--- config.mk ---
export PLATFORM = sky130hd
export DESIGN_NAME = nvm_program_ctrl
export DESIGN_NICKNAME = d
export VERILOG_FILES = /design/src/hw/nvm_prog_pkg.sv /design/src/hw/nvm_program_ctrl.sv /design/src/hw/prog_timeout.sv /design/src/hw/irq_unit.sv
export SDC_FILE = /design/constraint.sdc
export NUM_CORES = 1
export LEC_CHECK = 0
export BUFFER_PORTS_ARGS = -buffer_cell sky130_fd_sc_hd__clkbuf_2
export CAP_MARGIN = 20
export CORE_MARGIN = 1.5
export CORE_UTILIZATION = 36
export DETAILED_ROUTE_END_ITERATION = 6
export PLACE_DENSITY = 0.55
export SLEW_MARGIN = 20
export SYNTH_ARGS = -nofsm -noshare
export SYNTH_HDL_FRONTEND = slang
export SYNTH_SLANG_ARGS = --single-unit
--- constraint.sdc ---
create_clock -name clk_i -period 3.6 [get_ports clk_i]
set_clock_uncertainty 0.1 [all_clocks]
set_input_delay 0.72 -clock clk_i [delete_from_list [all_inputs] [get_ports clk_i]]
set_output_delay 0.72 -clock clk_i [all_outputs]
set_load 0.005 [all_outputs]
--- src/hw/nvm_prog_pkg.sv ---
// Constants, register map and types of the data memory programming control block.
// Assumes one 20 MHz clock and an 8-bit register port with byte addresses.
// Notes on behaviour
// - Bits seven down to two of the control register always read zero and ignore writes.
// - Control bit one selects read mode at zero and write mode at one, and software sets it.
// - Hardware clears control bit one when a programming cycle ends by done or timeout; a software abort leaves it set.
// - Software can clear control bit one only while no programming cycle runs.
// - Writing one to control bit zero starts a programming cycle.
// - Control bit zero reads one while a cycle runs and zero when finished or never started.
// - After reset the control register reads all zeros.
`default_nettype none

package nvm_prog_pkg;

  // ***************************************************************
  // Register port and map.
  // ***************************************************************
  localparam int ADDR_W = 8;
  localparam int DATA_W = 8;
  localparam logic [7:0] OFF_CTRL = 8'h20;
  localparam logic [7:0] OFF_IRQ_STAT = 8'h24;
  localparam logic [7:0] OFF_IRQ_MASK = 8'h28;
  localparam logic [7:0] CTRL_RESET = 8'h00;
  localparam int BIT_PGM = 0;
  localparam int BIT_LAT = 1;

  // ***************************************************************
  // Interrupt status and mask fields.
  // ***************************************************************
  localparam int IRQ_N = 3;
  localparam int IRQ_DONE = 0;
  localparam int IRQ_ABORT = 1;
  localparam int IRQ_TIMEOUT = 2;
  localparam logic [2:0] IRQ_STAT_RESET = 3'h0;
  localparam logic [2:0] IRQ_MASK_RESET = 3'h0;

  // ***************************************************************
  // Timing.
  // ***************************************************************
  localparam int CLK_PERIOD_NS = 50;
  localparam int TICK_TIME_NS = 1000;
  localparam int TICK_CYCLES = TICK_TIME_NS / CLK_PERIOD_NS;
  localparam int TIMEOUT_TIME_US = 10000;
  localparam int TIMEOUT_TICKS = (TIMEOUT_TIME_US * 1000) / TICK_TIME_NS;

  // ***************************************************************
  // Sequencer states.
  // ***************************************************************
  typedef enum logic {
    ST_IDLE,
    ST_RUN
  } prog_state_t;

endpackage : nvm_prog_pkg

`default_nettype wire

--- src/hw/nvm_program_ctrl.sv ---
// Programming control and status register of the on-chip data memory.
// Assumes a plain register port synchronous to clk_i and a memory array that
// pulses prog_done_i once when the cycle it was started for has finished.
`default_nettype none

module nvm_program_ctrl #(
  parameter logic [23:0] TIMEOUT_TICKS = 24'(nvm_prog_pkg::TIMEOUT_TICKS)
) (
  // Clock and reset.
  input wire logic clk_i,
  input wire logic reset_n_i,
  // Register port.
  input wire logic [nvm_prog_pkg::ADDR_W-1:0] addr_i,
  input wire logic [nvm_prog_pkg::DATA_W-1:0] wdata_i,
  input wire logic wr_i,
  input wire logic rd_i,
  output logic [nvm_prog_pkg::DATA_W-1:0] rdata_o,
  // Memory array side.
  output logic prog_start_o,
  output logic prog_active_o,
  output logic write_mode_o,
  input wire logic prog_done_i,
  // Interrupt.
  output logic irq_o
);

  // ***************************************************************
  // Declarations.
  // ***************************************************************
  nvm_prog_pkg::prog_state_t state_q;
  nvm_prog_pkg::prog_state_t state_d;
  logic latch_write_select_q;
  logic latch_write_select_d;
  logic start_pulse_q;
  logic [nvm_prog_pkg::DATA_W-1:0] rdata_d;
  logic [nvm_prog_pkg::DATA_W-1:0] ctrl_view;
  logic ctrl_wr;
  logic ctrl_rd;
  logic stat_rd;
  logic mask_wr;
  logic wr_pgm;
  logic wr_lat;
  logic running;
  logic start;
  logic sw_abort;
  logic timeout;
  logic cycle_end;
  logic [nvm_prog_pkg::IRQ_N-1:0] irq_set;
  logic [nvm_prog_pkg::IRQ_N-1:0] irq_stat;
  logic [nvm_prog_pkg::IRQ_N-1:0] irq_mask;

  // ***************************************************************
  // Address decode.
  // ***************************************************************
  assign ctrl_wr = wr_i && (addr_i == nvm_prog_pkg::OFF_CTRL);
  assign ctrl_rd = rd_i && (addr_i == nvm_prog_pkg::OFF_CTRL);
  assign stat_rd = rd_i && (addr_i == nvm_prog_pkg::OFF_IRQ_STAT);
  assign mask_wr = wr_i && (addr_i == nvm_prog_pkg::OFF_IRQ_MASK);

  // Only bits one and zero are looked at; the rest are dropped.
  assign wr_pgm = wdata_i[nvm_prog_pkg::BIT_PGM];
  assign wr_lat = wdata_i[nvm_prog_pkg::BIT_LAT];

  // ***************************************************************
  // Cycle events.
  // ***************************************************************
  assign running = (state_q == nvm_prog_pkg::ST_RUN);

  // The array's done pulse or the guard timer ends the cycle.
  assign cycle_end = running && (prog_done_i || timeout);

  // A one written to the program bit while idle starts a cycle.
  assign start = !running && ctrl_wr && wr_pgm;

  // Clearing the program bit mid-cycle stops it early; the array
  // contents are then left undefined, so it is flagged as an event.
  assign sw_abort = running && !cycle_end && ctrl_wr && !wr_pgm;

  // ***************************************************************
  // Program sequencer.
  // ***************************************************************
  always_comb begin
    state_d = state_q;
    case (state_q)
      nvm_prog_pkg::ST_IDLE: begin
        if (start) begin
          state_d = nvm_prog_pkg::ST_RUN;
        end
      end
      nvm_prog_pkg::ST_RUN: begin
        if (cycle_end || sw_abort) begin
          state_d = nvm_prog_pkg::ST_IDLE;
        end
      end
      default: begin
        state_d = nvm_prog_pkg::ST_IDLE;
      end
    endcase
  end

  always_ff @(posedge clk_i or negedge reset_n_i) begin
    if (!reset_n_i) begin
      state_q <= nvm_prog_pkg::ST_IDLE;
    end else begin
      state_q <= state_d;
    end
  end

  // ***************************************************************
  // Latch write select.
  // ***************************************************************
  always_comb begin
    latch_write_select_d = latch_write_select_q;
    if (cycle_end) begin
      latch_write_select_d = 1'b0;
    end else if (ctrl_wr && wr_lat) begin
      latch_write_select_d = 1'b1;
    end else if (ctrl_wr && !running) begin
      latch_write_select_d = 1'b0;
    end
  end

  always_ff @(posedge clk_i or negedge reset_n_i) begin
    if (!reset_n_i) begin
      latch_write_select_q <= nvm_prog_pkg::CTRL_RESET[nvm_prog_pkg::BIT_LAT];
    end else begin
      latch_write_select_q <= latch_write_select_d;
    end
  end

  // ***************************************************************
  // Memory array outputs.
  // ***************************************************************
  always_ff @(posedge clk_i or negedge reset_n_i) begin
    if (!reset_n_i) begin
      start_pulse_q <= 1'b0;
    end else begin
      start_pulse_q <= start;
    end
  end

  assign prog_start_o = start_pulse_q;
  assign prog_active_o = running;
  assign write_mode_o = latch_write_select_q;

  // ***************************************************************
  // Guard timer.
  // ***************************************************************
  prog_timeout #(
    .LIMIT_TICKS(TIMEOUT_TICKS)
  ) u_timeout (
    .clk_i(clk_i),
    .reset_n_i(reset_n_i),
    .run_i(running),
    .expire_o(timeout)
  );

  // ***************************************************************
  // Interrupts.
  // ***************************************************************
  always_comb begin
    irq_set = '0;
    irq_set[nvm_prog_pkg::IRQ_DONE] = cycle_end && prog_done_i;
    irq_set[nvm_prog_pkg::IRQ_ABORT] = sw_abort;
    irq_set[nvm_prog_pkg::IRQ_TIMEOUT] = cycle_end && !prog_done_i;
  end

  irq_unit #(
    .N(nvm_prog_pkg::IRQ_N)
  ) u_irq (
    .clk_i(clk_i),
    .reset_n_i(reset_n_i),
    .set_i(irq_set),
    .clr_i(stat_rd),
    .mask_wr_i(mask_wr),
    .mask_wdata_i(wdata_i[nvm_prog_pkg::IRQ_N-1:0]),
    .status_o(irq_stat),
    .mask_o(irq_mask),
    .irq_o(irq_o)
  );

  // ***************************************************************
  // Read data.
  // ***************************************************************
  always_comb begin
    ctrl_view = '0;
    ctrl_view[nvm_prog_pkg::BIT_LAT] = latch_write_select_q;
    ctrl_view[nvm_prog_pkg::BIT_PGM] = running;
  end

  always_comb begin
    rdata_d = '0;
    if (rd_i) begin
      case (addr_i)
        nvm_prog_pkg::OFF_CTRL: begin
          rdata_d = ctrl_view;
        end
        nvm_prog_pkg::OFF_IRQ_STAT: begin
          rdata_d = {{(nvm_prog_pkg::DATA_W - nvm_prog_pkg::IRQ_N){1'b0}}, irq_stat};
        end
        nvm_prog_pkg::OFF_IRQ_MASK: begin
          rdata_d = {{(nvm_prog_pkg::DATA_W - nvm_prog_pkg::IRQ_N){1'b0}}, irq_mask};
        end
        default: begin
          rdata_d = '0;
        end
      endcase
    end
  end

  always_ff @(posedge clk_i or negedge reset_n_i) begin
    if (!reset_n_i) begin
      rdata_o <= nvm_prog_pkg::CTRL_RESET;
    end else begin
      rdata_o <= rdata_d;
    end
  end

  // ***************************************************************
  // Checks.
  // ***************************************************************
  a_upper_zero: assert property (
    @(posedge clk_i) disable iff (!reset_n_i)
    ctrl_rd |=> (rdata_o[7:2] == 6'h00))
    else $error("upper control bits read nonzero");

  a_latch_set: assert property (
    @(posedge clk_i) disable iff (!reset_n_i)
    (ctrl_wr && wr_lat && !cycle_end) |=> (latch_write_select_q && write_mode_o))
    else $error("write mode not selected after write");

  a_end_clears: assert property (
    @(posedge clk_i) disable iff (!reset_n_i)
    cycle_end |=> (!latch_write_select_q && !prog_active_o))
    else $error("latch select kept after cycle end");

  a_latch_hold: assert property (
    @(posedge clk_i) disable iff (!reset_n_i)
    (ctrl_wr && !wr_lat && running && !cycle_end)
      |=> (latch_write_select_q == $past(latch_write_select_q)))
    else $error("latch select cleared during cycle");

  a_start_seq: assert property (
    @(posedge clk_i) disable iff (!reset_n_i)
    start |=> (prog_start_o && prog_active_o) ##1 !prog_start_o)
    else $error("start did not launch one cycle");

  a_read_pgm: assert property (
    @(posedge clk_i) disable iff (!reset_n_i)
    ctrl_rd |=> (rdata_o[nvm_prog_pkg::BIT_PGM] == $past(running)))
    else $error("program bit reads wrong");

  a_abort_seen: assert property (
    @(posedge clk_i) disable iff (!reset_n_i)
    sw_abort |=> (!prog_active_o && irq_stat[nvm_prog_pkg::IRQ_ABORT]))
    else $error("abort not handled");

  a_reset_zero: assert property (
    @(posedge clk_i) disable iff (!reset_n_i)
    $rose(reset_n_i) |-> (!latch_write_select_q && !running && !prog_start_o))
    else $error("control not zero after reset");

  a_drop_together: assert property (
    @(posedge clk_i) disable iff (!reset_n_i)
    $fell(prog_active_o) && $past(cycle_end) |-> $fell(write_mode_o) || !$past(write_mode_o))
    else $error("control bits did not drop together");

endmodule : nvm_program_ctrl

`default_nettype wire

--- src/hw/prog_timeout.sv ---
// Guard timer that ends a programming cycle the array never reports as done.
// Assumes run_i stays high for the whole cycle and drops right after expire_o.
`default_nettype none

module prog_timeout #(
  parameter logic [23:0] LIMIT_TICKS = 24'(nvm_prog_pkg::TIMEOUT_TICKS)
) (
  // Clock and reset.
  input wire logic clk_i,
  input wire logic reset_n_i,
  // Control and result.
  input wire logic run_i,
  output logic expire_o
);

  localparam logic [4:0] DIV_LAST = 5'(nvm_prog_pkg::TICK_CYCLES - 1);

  logic [4:0] div_q;
  logic [23:0] ticks_q;
  logic tick;

  // ***************************************************************
  // One microsecond enable and tick counter.
  // ***************************************************************
  assign tick = run_i && (div_q == DIV_LAST);

  always_ff @(posedge clk_i or negedge reset_n_i) begin
    if (!reset_n_i) begin
      div_q <= 5'h0;
    end else if (!run_i || tick) begin
      div_q <= 5'h0;
    end else begin
      div_q <= div_q + 5'h1;
    end
  end

  always_ff @(posedge clk_i or negedge reset_n_i) begin
    if (!reset_n_i) begin
      ticks_q <= 24'h00_0000;
      expire_o <= 1'b0;
    end else if (!run_i) begin
      ticks_q <= 24'h00_0000;
      expire_o <= 1'b0;
    end else if (tick && (ticks_q == LIMIT_TICKS - 24'h00_0001)) begin
      ticks_q <= 24'h00_0000;
      expire_o <= 1'b1;
    end else begin
      ticks_q <= tick ? ticks_q + 24'h00_0001 : ticks_q;
      expire_o <= 1'b0;
    end
  end

  a_expire_single: assert property (@(posedge clk_i) disable iff (!reset_n_i)
    expire_o |=> !expire_o)
    else $error("timeout pulse longer than one cycle");

endmodule : prog_timeout

`default_nettype wire

--- src/hw/irq_unit.sv ---
// Sticky event flags with a mask and one level interrupt output.
// Assumes clr_i is a one-cycle pulse from a read of the status register.
`default_nettype none

module irq_unit #(
  parameter int N = nvm_prog_pkg::IRQ_N
) (
  // Clock and reset.
  input wire logic clk_i,
  input wire logic reset_n_i,
  // Events and register access.
  input wire logic [N-1:0] set_i,
  input wire logic clr_i,
  input wire logic mask_wr_i,
  input wire logic [N-1:0] mask_wdata_i,
  // State and interrupt.
  output logic [N-1:0] status_o,
  output logic [N-1:0] mask_o,
  output logic irq_o
);

  // ***************************************************************
  // Flags; an event in the clearing cycle wins.
  // ***************************************************************
  for (genvar i = 0; i < N; i++) begin : g_flag
    always_ff @(posedge clk_i or negedge reset_n_i) begin
      if (!reset_n_i) begin
        status_o[i] <= nvm_prog_pkg::IRQ_STAT_RESET[i];
      end else if (set_i[i]) begin
        status_o[i] <= 1'b1;
      end else if (clr_i) begin
        status_o[i] <= 1'b0;
      end
    end
  end

  always_ff @(posedge clk_i or negedge reset_n_i) begin
    if (!reset_n_i) begin
      mask_o <= nvm_prog_pkg::IRQ_MASK_RESET;
    end else if (mask_wr_i) begin
      mask_o <= mask_wdata_i;
    end
  end

  assign irq_o = |(status_o & mask_o);

  a_event_kept: assert property (@(posedge clk_i) disable iff (!reset_n_i)
    (set_i != '0) |=> ((status_o & $past(set_i)) == $past(set_i)))
    else $error("event lost from status");

endmodule : irq_unit

`default_nettype wire

==> flow_metrics.py <==
metrics = {
    "die": {
        "num_rows": 29,
        "coreArea_sq_mm": 0.00639,
        "die_h_um": 84.4,
        "dieArea_sq_mm": 0.00713,
        "ios": 33,
        "die_w_um": 84.4,
        "start_util_pct": 37.4,
    },
    "place": {
        "gp_congestion": 0.843,
        "numPlacedInstances": 341,
        "io_buffers": 22,
        "hpwlAfterDp_um": 3700,
        "placed_area_sq_mm": 0.00254,
        "dp_slack_ns": 1.11,
    },
    "grt": {
        "grt_pass1_vias": 1857,
        "grt_start_max_net_pins": 26,
        "grt.total_usage_pct": 16.1,
        "grt_overflow": 0,
        "grt_pass1_wl_um": 9270,
        "grt_antenna_before_repair": 0,
    },
    "power_and_ir_drop": {
        "powerDensity_mw_per_mm2": 351,
        "leakage_nw": 1.06,
        "ir_drop_mv": 0.152,
        "fin_total_pwr_uw": 932,
    },
    "yosys": {
        "syn_area_sq_mm": 0.00239,
        "ys_top_cells_by_area": "dfrtp_1 44%, nor2_1 4.1%, nand2_1 3.5%",
        "synth-async-reset-ratio_pct": 100,
        "synth_most_common_cell": "dfrtp_1",
        "ys_types": 59,
        "synth_edf_count": 0,
        "syn_avg_cell_area_sq_um": 9.47,
        "synthTopCellsByCount": "42 x dfrtp_1, 26 x nor2_1, 22 x nand2_1",
        "synth-warning-count": 0,
        "synth_cells": 252,
        "yosys_register_bits": 42,
        "synthFlopType": "dfrtp_1",
        "synth.largest_area_cell": "dfrtp_1",
        "synth_top_area_share_pct": 44.0,
        "seq_area_frac_synth_pct": 44.0,
    },
    "timing": {
        "min_period_ns": 2.56,
        "timing.final.crit_share_pct": 71.2,
        "hold_violations": 0,
        "fin_tns_setup_ns": 0,
        "timing.hold.ws_ns": 0.280,
        "tightestPinTransition_ns": 0.853,
        "maxSlewHeadroom_pct": 43.1,
        "final-max-slew-violation-count": 0,
        "rsz0062_at_grt": "false",
        "fin_ws_ns": 1.04,
        "fmax_mhz": 390,
        "setup_viol": 0,
    },
    "clock_tree": {
        "cts-root-buf": "clkbuf_8",
        "postCtsSetupBuffers": 0,
        "cts_sinks": 42,
        "clockBufferDepth": 2,
        "postCtsResizedCells": 0,
        "clock_latency_ns": 0.29,
        "cts_max_level": 2,
        "hold_buffers": 0,
        "cts_tree": "yes",
        "path_clk_slew_ns": 0.08,
        "numCtsBuffers": 5,
    },
    "layout": {
        "synthToLayoutAreaGrowth_pct": 11.1,
        "stdcell_count": 349,
        "fillers": 653,
        "postLayoutCellArea_sq_mm": 0.00265,
        "drive_gt1_share_pct": 18.8,
        "antenna_cells": 0,
        "nNetsFinal": 294,
        "final_util_pct": 41.5,
    },
    "drt": {
        "drt-initial-drc-count": 96,
        "routed_wl_um": 5400,
        "route.vias.total": 1981,
        "wl_per_cell_um": 15.5,
        "vias_per_cell": 5.68,
        "detail-route-antenna-nets": 0,
        "drt-pass1-iter-count": 4,
        "drc": 0,
    },
    "worst_setup_path": {
        "worstPathRequired_ns": 3.69,
        "crit_arrival_ns": 2.65,
        "cp-start-kind": "register",
        "critPathMaxFanout": 11,
        "crit_path_end_kind": "register",
        "criticalPathCategory": "reg2reg",
    },
    "job": {
        "cap_viol_max_count": 0,
    },
    "hold_path": {
        "hold_class": "in2async",
    },
    "outcome": {
        "run_status": "finished, final reports clean",
    },
}
-- flip-flops by register name, indices dropped and copies added (netlist names) --
name	cells
prog_active_o	1
u_timeout.div_q	5
prog_start_o	1
u_irq.status_o	3
u_irq.mask_o	3
rdata_o	3
u_timeout.expire_o	1
write_mode_o	1
u_timeout.ticks_q	24
-- placed cells by master, fill, tap and decap left out, types with 6 or more instances in the layout --
cell type | synthesis | layout
nand3_1 | 14 | 14
nor4_1 | 6 | 6
a21oi_1 | 13 | 13
o21ai_0 | 11 | 11
clkbuf_2 | 0 | 22
inv_1 | 7 | 7
nor3_1 | 7 | 7
nand4_1 | 8 | 8
dfrtp_1 | 42 | 42
nand2_1 | 22 | 22
nor2_1 | 26 | 26
-- kinds of logic after synthesis --
logic type	share of synthesized area [%]
multiplexers	2.67
buffers and inverters	5.19
adder cells (fa/ha/maj)	1.05
AO/OA/AOI/OAI	16.2
other	0.157
flip-flops	44.0
AND/OR/NAND/NOR	29.2
XOR/XNOR	1.47
-- report_power, final --
group | switching, mW | internal (mW) | leakage, nW
Sequential | 0.00657 | 0.480 | 0.581
Combinational | 0.0509 | 0.0218 | 0.431
Clock | 0.166 | 0.207 | 0.0514
Total | 0.223 | 0.708 | 1.06
-- final timing paths --
path                                                        from                                 to  slack, ns  cells after the start
worst max-delay path            u_timeout.ticks_q[0]$_DFFE_PN0P_  u_timeout.ticks_q[18]$_DFFE_PN0P_       1.04                      6
worst min-delay path                                   reset_n_i  u_timeout.ticks_q[15]$_DFFE_PN0P_       0.28                      1
worst min register to register      u_timeout.div_q[0]$_DFF_PN0_       u_timeout.div_q[0]$_DFF_PN0_       0.37                      1
min in group clk_i                  u_timeout.div_q[0]$_DFF_PN0_       u_timeout.div_q[0]$_DFF_PN0_       0.37                      1
worst max register to register  u_timeout.ticks_q[0]$_DFFE_PN0P_  u_timeout.ticks_q[18]$_DFFE_PN0P_       1.04                      6
max in group asynchronous                              reset_n_i      u_irq.status_o[2]$_DFFE_PN0P_       2.43                      2
-- final cells by class --
class / count / area [sq um] / area share (%)
timing repair buffer: 26 / 140 / 5.29
tap: 77 / 96.3 / 3.63
multi-input combinational: 189 / 1230 / 46.3
sequential: 42 / 1050 / 39.6
clock inverter: 2 / 37.5 / 1.42
clock buffer: 6 / 72.6 / 2.74
inverter: 7 / 26.3 / 0.991
-- per-layer routing --
layer	part of all wire, %	track usage (%)	vias to the layer above
li1	-	-	971
met1	50	22.8	976
met2	47	25.2	30
met3	2.2	3.05	4
met4	1.2	5.13	0
met5	0	0	-
-- worst max-delay path, stage by stage (launching register included) --
cell     delay [ns]
dfrtp_1        0.45
ha_1           0.20
nand3_1        0.38
nor3_2         0.53
nand2_1        0.16
or4_1          0.42
a21oi_1        0.22
Power figures use the tool's default switching activity.
